**config.mk**
```make
export PLATFORM = sky130hd
export DESIGN_NAME = lsm_lane_mapper
export DESIGN_NICKNAME = d
export VERILOG_FILES = /design/src/core/lsm_lane_mapper.v
export VERILOG_INCLUDE_DIRS = /design/src /design/src/core
export SDC_FILE = /design/constraint.sdc
export NUM_CORES = 1
export LEC_CHECK = 0
export ABC_AREA = 0
export BUFFER_PORTS_ARGS = -buffer_cell sky130_fd_sc_hd__buf_2
export CAP_MARGIN = 20
export CORE_AREA = 2 2 380 382
export CTS_CLUSTER_DIAMETER = 100
export DETAILED_ROUTE_END_ITERATION = 10
export DIE_AREA = 0 0 382 384
export GPL_TIMING_DRIVEN = 0
export HOLD_SLACK_MARGIN = 0.08
export PLACE_DENSITY = 0.35
export SYNTH_ARGS = -nofsm -noshare
export SYNTH_HDL_FRONTEND = slang
export SYNTH_SLANG_ARGS = --single-unit
```
**constraint.sdc**
```tcl
create_clock -name SYS_CLK_IN -period 2.1 [get_ports SYS_CLK_IN]
set_input_delay 0.21 -clock SYS_CLK_IN [delete_from_list [all_inputs] [get_ports SYS_CLK_IN]]
set_output_delay 0.21 -clock SYS_CLK_IN [all_outputs]
set_load 0.02 [all_outputs]
```
**src/core/lsm_consts.vh**
```
// constants for the sample-to-lane mapper: format codes, variants,
// lane masks, octets per lane frame and field sizes.
// assumes it is included by the mapper core only.
`ifndef LSM_CONSTS_VH
`define LSM_CONSTS_VH

// link format codes
`define LSM_FMT_11        4'hB
`define LSM_FMT_12        4'hC
`define LSM_FMT_13        4'hD
`define LSM_FMT_14        4'hE
`define LSM_FMT_RESET     4'hB

// device variants
`define LSM_VAR_SINGLE    2'h0
`define LSM_VAR_DUAL      2'h1
`define LSM_VAR_QUAD      2'h2
`define LSM_VAR_RESET     2'h1

// lane enable masks
`define LSM_MASK_8        8'hFF
`define LSM_MASK_4        8'h0F
`define LSM_MASK_2        8'h03
`define LSM_MASK_NONE     8'h00

// octets per lane frame
`define LSM_OCT_11        4'h8
`define LSM_OCT_12        4'h1
`define LSM_OCT_13        4'h5
`define LSM_OCT_14        4'h3

// field sizes
`define LSM_SMP_W         9
`define LSM_LANE_W        64
`define LSM_NUM_LANES     8
`define LSM_AB_BUS_W      180
`define LSM_CD_BUS_W      36

`endif

```
**src/core/lsm_lane_mapper.v**
```verilog
// sample-to-lane transport packer for the 9-bit converter, formats 11 to 14.
// assumes samples arrive one frame at a time with a one-cycle strobe and that
// the link layer after it does line coding per the coding flag.
//
// How it works
// - format 11: 9-bit, 8 or 4 lanes, 8B/10B
// - format 11: five samples, three zeros, tail nibble
// - format 12: one 8-bit octet per lane, 64B/66B
// - format 13: four samples plus one zero bit
// - format 14: two samples, even/odd split per lane
// - format 14: B on 2-3, C/D on 4-7
`timescale 1ns/1ps
`include "lsm_consts.vh"

module lsm_lane_mapper #(
  parameter [3:0] TAIL_BITS = 4'h0
) (
  // clock and reset
  input  wire         SYS_CLK_IN,
  input  wire         NRST_IN,
  // configuration
  input  wire [3:0]   FORMAT_SEL_IN,
  input  wire [1:0]   VARIANT_IN,
  input  wire         LINK_EN_IN,
  // sample frame
  input  wire         FRAME_VALID_IN,
  input  wire [179:0] CHAN_A_IN,
  input  wire [179:0] CHAN_B_IN,
  input  wire [35:0]  CHAN_C_IN,
  input  wire [35:0]  CHAN_D_IN,
  // lane frames
  output wire [511:0] LANE_DATA_OUT,
  output reg          LANE_VALID_OUT,
  output reg  [7:0]   LANE_EN_OUT,
  output reg  [3:0]   OCTETS_OUT,
  output reg          CODING_64B66B_OUT,
  output reg          CFG_ERROR_OUT,
  output reg  [3:0]   FORMAT_ACTIVE_OUT
);

  reg  [3:0]   link_format_select;
  reg  [1:0]   variant;
  reg  [7:0]   next_lane_en;
  reg  [3:0]   next_octets;
  reg          next_coding;
  reg          next_error;
  wire         frame_take;

  // sample n of a channel bus sits at bits n*9 +: 9
  function [8:0] smp;
    input [179:0] bus;
    input [4:0]   idx;
    begin
      smp = bus[idx * `LSM_SMP_W +: `LSM_SMP_W];
    end
  endfunction

  // format and variant only follow the inputs while the link is down
  always @(posedge SYS_CLK_IN or negedge NRST_IN) begin
    if (!NRST_IN) begin
      link_format_select <= `LSM_FMT_RESET;
      variant            <= `LSM_VAR_RESET;
    end else if (!LINK_EN_IN) begin
      link_format_select <= FORMAT_SEL_IN;
      variant            <= VARIANT_IN;
    end
  end

  // lane usage, frame length and coding per format and variant
  always @* begin
    next_lane_en = `LSM_MASK_NONE;
    next_octets  = `LSM_OCT_11;
    next_coding  = 1'b0;
    next_error   = 1'b0;
    case (link_format_select)
      `LSM_FMT_11: begin
        next_octets = `LSM_OCT_11;
        next_coding = 1'b0;
        if (variant == `LSM_VAR_DUAL) begin
          next_lane_en = `LSM_MASK_8;
        end else if (variant == `LSM_VAR_SINGLE) begin
          next_lane_en = `LSM_MASK_4;
        end else begin
          next_error = 1'b1;
        end
      end
      `LSM_FMT_12: begin
        next_octets = `LSM_OCT_12;
        next_coding = 1'b1;
        if (variant == `LSM_VAR_DUAL) begin
          next_lane_en = `LSM_MASK_8;
        end else if (variant == `LSM_VAR_SINGLE) begin
          next_lane_en = `LSM_MASK_4;
        end else begin
          next_error = 1'b1;
        end
      end
      `LSM_FMT_13: begin
        next_octets = `LSM_OCT_13;
        next_coding = 1'b0;
        if (variant == `LSM_VAR_DUAL) begin
          next_lane_en = `LSM_MASK_8;
        end else if (variant == `LSM_VAR_SINGLE) begin
          next_lane_en = `LSM_MASK_4;
        end else begin
          next_error = 1'b1;
        end
      end
      `LSM_FMT_14: begin
        next_octets = `LSM_OCT_14;
        next_coding = 1'b1;
        if (variant == `LSM_VAR_QUAD) begin
          next_lane_en = `LSM_MASK_8;
        end else if (variant == `LSM_VAR_DUAL) begin
          next_lane_en = `LSM_MASK_4;
        end else if (variant == `LSM_VAR_SINGLE) begin
          next_lane_en = `LSM_MASK_2;
        end else begin
          next_error = 1'b1;
        end
      end
      default: begin
        next_error = 1'b1;
      end
    endcase
  end

  // a frame is packed only with a live link and a legal setup
  // the error term is the live decode, so a refused setup never launches
  // a frame even in the cycle before CFG_ERROR_OUT shows it
  assign frame_take = FRAME_VALID_IN && LINK_EN_IN && !next_error;

  // status flops
  // status lags the latched setup by one edge; raise the link only after
  // the setup inputs have been steady for two edges
  always @(posedge SYS_CLK_IN or negedge NRST_IN) begin
    if (!NRST_IN) begin
      LANE_VALID_OUT    <= 1'b0;
      LANE_EN_OUT       <= `LSM_MASK_NONE;
      OCTETS_OUT        <= `LSM_OCT_11;
      CODING_64B66B_OUT <= 1'b0;
      CFG_ERROR_OUT     <= 1'b0;
      FORMAT_ACTIVE_OUT <= `LSM_FMT_RESET;
    end else begin
      LANE_VALID_OUT    <= frame_take;
      LANE_EN_OUT       <= next_lane_en;
      OCTETS_OUT        <= next_octets;
      CODING_64B66B_OUT <= next_coding;
      CFG_ERROR_OUT     <= next_error;
      FORMAT_ACTIVE_OUT <= link_format_select;
    end
  end

  // one packer per lane; lane frame is msb first, octet 0 in bits 63:56
  genvar g;
  generate
    for (g = 0; g < `LSM_NUM_LANES; g = g + 1) begin : lane
      localparam integer KI  = g % 4;
      localparam integer PI  = g % 2;
      localparam [4:0]   K   = KI[4:0];
      localparam [4:0]   P14 = PI[4:0];
      reg  [63:0]  word;
      reg  [63:0]  next_word;
      // formats 11-13: lanes 0-3 take A, lanes 4-7 take B
      wire [179:0] src_ab = (g < 4) ? CHAN_A_IN : CHAN_B_IN;
      // format 14: each lane pair takes one channel
      wire [179:0] src_14 = (g < 2) ? CHAN_A_IN :
                            (g < 4) ? CHAN_B_IN :
                            (g < 6) ? {144'h0, CHAN_C_IN} : {144'h0, CHAN_D_IN};
      // format 12: the 8-bit sample is the top eight bits of the 9-bit slot
      wire [8:0]   head_smp = smp(src_ab, K);

      // lane frame contents for the active format
      always @* begin
        next_word = 64'h0;
        case (link_format_select)
          `LSM_FMT_11: begin
            next_word = {smp(src_ab, K),         3'h0,
                         smp(src_ab, K + 5'h04), 3'h0,
                         smp(src_ab, K + 5'h08), 3'h0,
                         smp(src_ab, K + 5'h0C), 3'h0,
                         smp(src_ab, K + 5'h10), 3'h0,
                         TAIL_BITS};
          end
          `LSM_FMT_12: begin
            next_word = {head_smp[8:1], 56'h0};
          end
          `LSM_FMT_13: begin
            next_word = {smp(src_ab, K),         1'b0,
                         smp(src_ab, K + 5'h04), 1'b0,
                         smp(src_ab, K + 5'h08), 1'b0,
                         smp(src_ab, K + 5'h0C), 1'b0, 24'h0};
          end
          `LSM_FMT_14: begin
            next_word = {smp(src_14, P14),         3'h0,
                         smp(src_14, P14 + 5'h02), 3'h0, 40'h0};
          end
          default: begin
            next_word = 64'h0;
          end
        endcase
        if (!next_lane_en[g]) begin
          next_word = 64'h0; // unused lanes stay quiet
        end
      end

      // hold the last frame between strobes
      // lanes that are off load zeros too, so stale data from a wider
      // setup stays on them only until the next frame is taken
      always @(posedge SYS_CLK_IN or negedge NRST_IN) begin
        if (!NRST_IN) begin
          word <= 64'h0;
        end else if (frame_take) begin
          word <= next_word;
        end
      end

      assign LANE_DATA_OUT[g * 64 +: 64] = word;
    end
  endgenerate

endmodule

```
==> impl_metrics.csv, run 1 <==
group,metric,value,unit
sta,max_slew_margin,53.2,%
synth,synth_xor_xnor_area_share,0.0475,%
global_route,grt_pass1_vias,20213,
critical_path,cp-start-kind,"register",
critical_path,crit_chain,"buf_6, nand4b_1, a21oi_4, o21ai_4, buf_6, buf_12, buf_12, buf_16, clkbuf_16, o2bb2ai_1",
critical_path,arrival,2.74,ns
sta,worst_pin_slew,0.702,ns
critical_path,endpoint_kind,"register",
global_route,grt_pass1_wl,168000,µm
clock_tree,cts_root_buffer,"clkbuf_16",
detailed_routing,drtIter0Drc,1221,
global_route,overflow,0,
synth,syn_inst,1384,
critical_path,critical_path.max_fanout,6,
detailed_routing,drtPass1Iterations,8,
detailed_routing,avgViaCountPerCell,3.93,
critical_path,crit_family,"buffers and inverters",
min_path,hold_path.class,"in2async",
global_route,antenna_found_initial,17,
floorplan,initial_core_util,12.9,%
critical_path,worstPathRequired,2.61,ns
critical_path,cp.buffers_inverters,6,
critical_path,rr_worst_depth,10,
detailed_routing,vias,19209,
floorplan,row_count,139,
synth,synthMuxAreaShare,0.366,%
sta,skew,0.0363,ns
place,dp_hpwl,96000,µm
floorplan,fp.coreArea,143000,µm²
critical_path,cpMaxStageDelayCell,"dfstp_2",
critical_path,max_stage_delay,0.58,ns
critical_path,rr_startpoint,"link_format_select[0]",
floorplan,die_x,382,µm
sta,hold_viol,0,
synth,synth_cell_types,37,
detailed_routing,drc,0,
place,gp_congestion,0.843,
run,maxCapViolCount,0,
critical_path,critical_path_class,"reg2reg",
sta,period_needed,2.23,ns
synth,synth_top_family_by_area,"compound AO/OA/AOI/OAI gates",
status,status,"complete, but fails checks",
sta,rsz0062_at_grt,"true",
clock_tree,clk_pin_slew_worst_paths,0.07,ns
synth,yosys_register_bits,444,
place,port_buffers,883,
clock_tree,cts_tree,"yes",
sta,timing.final.crit_share,106,%
cells_and_area,fin_util,24.4,%
detailed_routing,ant_nets,0,
synth,yosysWarningCount,0,
synth,yosys.area_share.adder,0.339,%
floorplan,fp.dieH,384,µm
pwr,vdd_drop_max,637,µV
pwr,power.leakage,17.0,nW
critical_path,rrSetupSlack,-0.13,ns
synth,yosys.area_share.simple,0.861,%
critical_path,r2r_end,"lane[7].word[59]",
sta,setup_violations,293,
pwr,power_density,741,nW/µm²
synth,synth_area_per_cell,13.3,µm²
clock_tree,cts.path.max_buffers,3,
sta,layout_setup_ws,-0.128,ns
global_route,grt_max_degree,109,
cells_and_area,final_nets,3378,
sta,drv_slew,0,
synth,synth_area,18500,µm²
clock_tree,htreeDepth,2,
status,violations,"negative setup slack",
floorplan,num_io_pins,973,
sta,timing.fmax,0.449,GHz
detailed_routing,routed_wl,125000,µm
cells_and_area,nFillCells,15374,
floorplan,die-area,147000,µm²
pwr,power,25.9,mW
global_route,grt_usage,16.3,%
critical_path,critical_path_depth,10,
synth,ys_seq_area_share,60.3,%
cells_and_area,syn_to_final_growth,89.2,%
clock_tree,clock_latency,0.68,ns
clock_tree,numCtsBuffers,60,
cells_and_area,drive_gt1_share,46.0,%
detailed_routing,wire_per_inst,25.7,µm
clock_tree,cts_sinks,444,
synth,synth_compound_area_share,30.3,%
## worst max-delay path by stage
stage	start	end	slack (ns)
3_3_place_gp	NRST_IN	lane[7].word[33]	-9.91
6_report	link_format_select[0]	lane[7].word[59]	-0.13
4_1_cts	link_format_select[0]	lane[0].word[51]	-0.11
3_5_place_dp	link_format_select[3]	lane[4].word[63]	-1.47
5_1_grt	link_format_select[0]	lane[3].word[41]	-0.21
2_1_floorplan	link_format_select[1]	lane[0].word[10]	0.22
## cell type report
class                           count  area, µm²  area share (%)
Multi-Input combinational cell    776       6710            19.2
Antenna cell                        4       10.0          0.0287
Sequential cell                   444      11100            31.9
Inverter                            6       25.0          0.0717
Clock buffer                       87       1700            4.88
Clock inverter                     20        269           0.771
Tap cell                         1903       2380            6.82
Buffer                            241       2620            7.49
Timing Repair Buffer             1402      10100            28.9
## per-stage QoR
stage	setup WS, ns	hold slack (ns)	std cells	TNS [ns]	area [µm²]
6_report	-0.128	0.0862	4883	-19.95	34900
5_1_grt	-0.205	0.102	4881	-47.05	34900
4_1_cts	-0.105	0.0329	4870	-10.52	34300
3_5_place_dp	-1.47	0.211	4264	-368.04	25700
3_3_place_gp	-9.91	0.354	4257	-4641.34	25600
2_1_floorplan	0.216	-0.0856	1471	0	18800
## Yosys cell counts, drive strengths merged
master,number,share of area (%)
clkbuf,58,1.2
dfrtp,436,59
o21a,1,0.047
or2,3,0.10
nand2,3,0.061
and3,2,0.068
a22oi,150,6.1
o2bb2ai,216,10
buf,187,6.5
inv,6,0.12
ha,5,0.34
a31oi,2,0.10
conb,1,0.020
and2,4,0.14
a22o,208,9.9
o21ai,3,0.10
a222oi,64,3.5
xor2,1,0.047
a21oi,2,0.075
nor2,5,0.12
dfstp,8,1.1
and4b,2,0.11
o211ai,3,0.15
mux2,6,0.37
nand4b,4,0.19
o22ai,1,0.034
nand3b,2,0.081
o211a,1,0.054
## layer usage
layer | part of all wire [%] | routed length, µm | vias up | GRT usage, %
met4 | 2.3 | 2940 | 2 | 3.99
met1 | 43 | 54000 | 9722 | 21.1
met5 | 0.0056 | 7 | - | 0
met3 | 6.1 | 7640 | 130 | 3.38
li1 | - | - | 8516 | -
met2 | 49 | 60800 | 839 | 27.6
## worst register-to-register path, cell delays in order (launching register included)
cell	delay, ns
dfstp_2	0.58
buf_6	0.11
nand4b_1	0.16
a21oi_4	0.24
o21ai_4	0.07
buf_6	0.14
buf_12	0.14
buf_12	0.15
buf_16	0.18
clkbuf_16	0.18
o2bb2ai_1	0.12
## layout by cell type, fill, tap and decap left out, types with 4 or more instances in the layout
master and instances:
o2bb2ai_4 7, bufinv_16 4, buf_6 40, a22o_1 208, clkbuf_4 16, conb_1 88, mux2_2 6, clkbuf_2 11
clkbuf_16 71, buf_16 21, buf_2 888, a222oi_1 64, buf_12 39, dfrtp_1 436, nand4b_1 4, clkinv_2 9
clkbuf_1 22, a22oi_1 147, dlygate4sd3_1 445, dfstp_2 8, buf_8 21, o2bb2ai_1 172, buf_4 133, diode_2 4
o2bb2ai_2 37, clkbuf_8 22
## where the power goes
group	total, mW	internal, mW	switching, mW
logic	5.64	2.48	3.16
registers	9.67	9.24	0.434
clock network	10.6	6.12	4.43
## flip-flops by register name, indices dropped and copies added, names as in the netlist
signal,cells
OCTETS_OUT,4
CODING_64B66B_OUT,1
LANE_VALID_OUT,1
LANE_EN_OUT,3
lane.word,424
variant,2
CFG_ERROR_OUT,1
FORMAT_ACTIVE_OUT,4
link_format_select,4
## logic make-up (layout without fill, tap and decap cells)
family | Yosys count | after routing
AO/OA/AOI/OAI | 651 | 651
flip-flops | 444 | 444
buffers and inverters | 251 | 1756
AND/OR/NAND/NOR | 25 | 25
multiplexers | 6 | 6
adder cells (fa/ha/maj) | 5 | 5
other | 1 | 92
XOR/XNOR | 1 | 1
## what timing repair did
item                       in CTS  in global routing
setup endpoints to repair     429                417
gates resized for setup       384                116
pin swaps                      38                 17
setup buffers                  42                  6
hold endpoints to repair      591                  0
hold buffers                  445                  0
cloned                         15                  6
Note: power is estimated with default switching activity, not from simulation.
==> run 2, diff against run 1 <==
--- a/config.mk
+++ b/config.mk
@@ -16,6 +16,8 @@
 export GPL_TIMING_DRIVEN = 0
 export HOLD_SLACK_MARGIN = 0.08
 export PLACE_DENSITY = 0.35
+export SKIP_CTS_REPAIR_TIMING = 1
 export SYNTH_ARGS = -nofsm -noshare
 export SYNTH_HDL_FRONTEND = slang
 export SYNTH_SLANG_ARGS = --single-unit
+export TNS_END_PERCENT = 30
==> run 2 against run 1 <==
The flow still finishes with violations (negative setup slack). Via count is 0.25% higher. Sequential power hardly changed. Global-route usage is 0.69 points lower. Setup slack better by 0.065 ns. Clock skew is 0.0097 ns lower. Clock power hardly changed. Wire length is 0.94% higher. Register-to-register slack better by 0.06 ns. Count of clock-buffer cells in the layout stayed put. Power is 0.49% lower. First-iteration DRC count is 12% higher. Sequential share of layout area is 0.58 points higher. Critical path type unchanged.
==> impl_metrics.csv, run 2 (synthesis results as in run 1) <==
group,metric,value,unit
place,dp_hpwl,96000,µm
place,gp_congestion,0.843,
run,maxCapViolCount,0,
cells_and_area,layout_commonest_cell,"buf_2",
detailed_routing,drc,0,
pwr,power,25.7,mW
clock_tree,cts_tree,"yes",
sta,max_slew_margin,51.8,%
detailed_routing,wire_per_inst,26.0,µm
sta,setup_violations,55,
clock_tree,cts_sinks,444,
detailed_routing,drtPass1Iterations,6,
floorplan,row_count,139,
critical_path,critPathMostFrequentCell,"buf_12",
cells_and_area,largest_reg_flops,424,
sta,hold_viol,0,
critical_path,crit_chain,"nand4b_1, a21oi_4, o21ai_4, buf_12, buf_12, buf_16, buf_12, a22o_1",
cells_and_area,final_cell_mix,"buf_2 (893), dlygate4sd3_1 (447), dfrtp_1 (435)",
critical_path,max_stage_delay,0.60,ns
sta,worst_pin_slew,0.723,ns
global_route,overflow,0,
sta,period_needed,2.16,ns
status,status,"complete, but fails checks",
cells_and_area,syn_to_final_growth,85.8,%
cells_and_area,final_nets,3362,
global_route,grt_pass1_vias,17723,
floorplan,fp.dieH,384,µm
floorplan,initial_core_util,12.9,%
sta,skew,0.0266,ns
critical_path,cpMaxStageDelayCell,"dfstp_2",
place,place_inst,4264,
cells_and_area,final_cells,4874,
sta,rsz0062_at_grt,"true",
cells_and_area,top_register,"lane.word",
detailed_routing,routed_wl,127000,µm
sta,drv_slew,0,
detailed_routing,ant_nets,0,
pwr,vdd_drop_max,637,µV
global_route,grt_usage,15.6,%
place,place_ws,-1.47,ns
critical_path,critical_path.max_fanout,10,
sta,timing.fmax,0.462,GHz
sta,timing.final.crit_share,103,%
pwr,power_density,751,nW/µm²
clock_tree,clock_latency,0.68,ns
critical_path,cp-start-kind,"register",
sta,layout_setup_ws,-0.0628,ns
clock_tree,htreeDepth,2,
clock_tree,cts_root_buffer,"clkbuf_16",
global_route,grt_max_degree,109,
clock_tree,clk_pin_slew_worst_paths,0.06,ns
detailed_routing,avgViaCountPerCell,3.95,
min_path,hold_path.class,"in2reg",
detailed_routing,vias,19257,
critical_path,critical_path_class,"reg2reg",
global_route,antenna_found_initial,19,
clock_tree,numCtsBuffers,60,
clock_tree,cts.path.max_buffers,3,
floorplan,num_io_pins,973,
global_route,grt_pass1_wl,158000,µm
place,port_buffers,883,
critical_path,endpoint_kind,"register",
detailed_routing,drtIter0Drc,1369,
floorplan,fp.coreArea,143000,µm²
critical_path,arrival,2.72,ns
sta,fin_tns_setup,-1.72,ns
floorplan,die_x,382,µm
critical_path,worstPathRequired,2.66,ns
pwr,power.leakage,16.7,nW
status,violations,"negative setup slack",
cells_and_area,drive_gt1_share,45.1,%
floorplan,die-area,147000,µm²
[run 2: changes by cell type in the layout (fill, tap and decap cells not counted), moves of 2 or more]
cell,previous run,this run
buf_16,21,8
buf_12,39,31
clkbuf_8,22,10
o2bb2ai_1,172,187
clkbuf_16,71,81
dlygate4sd3_1,445,447
buf_8,21,12
clkbuf_2,11,18
o2bb2ai_2,37,23
clkbuf_4,16,20
diode_2,4,11
buf_4,133,144
buf_2,888,893
buf_6,40,28
[run 2: power by group]
group / internal, mW / leakage [nW] / total, mW / switching, mW
Combinational: 2.38 / 9.67 / 5.53 / 3.15
Clock: 6.12 / 0.967 / 10.6 / 4.43
Sequential: 9.24 / 6.10 / 9.65 / 0.417
[run 2: cell type report]
type | count | area, µm²
Buffer | 242 | 2310
Timing Repair Buffer | 1385 | 9840
Clock buffer | 87 | 1700
Inverter | 6 | 30.0
Antenna cell | 11 | 27.5
Multi-Input combinational cell | 776 | 6610
Sequential cell | 444 | 11100
Tap cell | 1903 | 2380
Clock inverter | 20 | 269
Fill cell | 15421 | 108000
[run 2: metrics by stage]
step	utilization (%)	hold slack [ns]	instance area, µm²
after global placement	17.9	0.354	25600
after CTS	19.4	-0.559	27700
after global routing	24.0	0.0843	34300
final	24.0	0.119	34300
after floorplan	-	-0.0856	18800
after detailed placement	18.0	0.211	25700
[run 2: layer usage]
metal / wire, µm / track usage [%] / share of wire (%) / vias up
met4: 3090 / 3.66 / 2.4 / 8
li1: - / - / - / 8484
met5: 43 / 0 / 0.034 / -
met3: 8030 / 3.88 / 6.3 / 154
met1: 54700 / 20.0 / 43 / 9740
met2: 60700 / 26.2 / 48 / 871
[run 2: path summary, 6_finish.rpt]
path                                             from                to  slack, ns  depth (start not counted)
worst max-delay path            link_format_select[1]   lane[2].word[9]      -0.06                          8
worst max register to register  link_format_select[1]   lane[2].word[9]      -0.06                          8
max in group asynchronous                     NRST_IN  lane[7].word[57]       0.05                          5
min in group asynchronous                     NRST_IN  lane[4].word[59]       0.55                          3
worst min-delay path                    CHAN_B_IN[10]  lane[3].word[56]       0.12                          3
worst min register to register       lane[4].word[32]  lane[4].word[32]       0.48                          1
[run 2: worst max-delay path, delay by kind of cell, from the launching register on]
| kind | cells | cell delay [ns] |
|---|---|---|
| buffers and inverters | 4 | 0.63 |
| AO/OA/AOI/OAI | 3 | 0.61 |
| AND/OR/NAND/NOR | 1 | 0.20 |
| flip-flops | 1 | 0.60 |
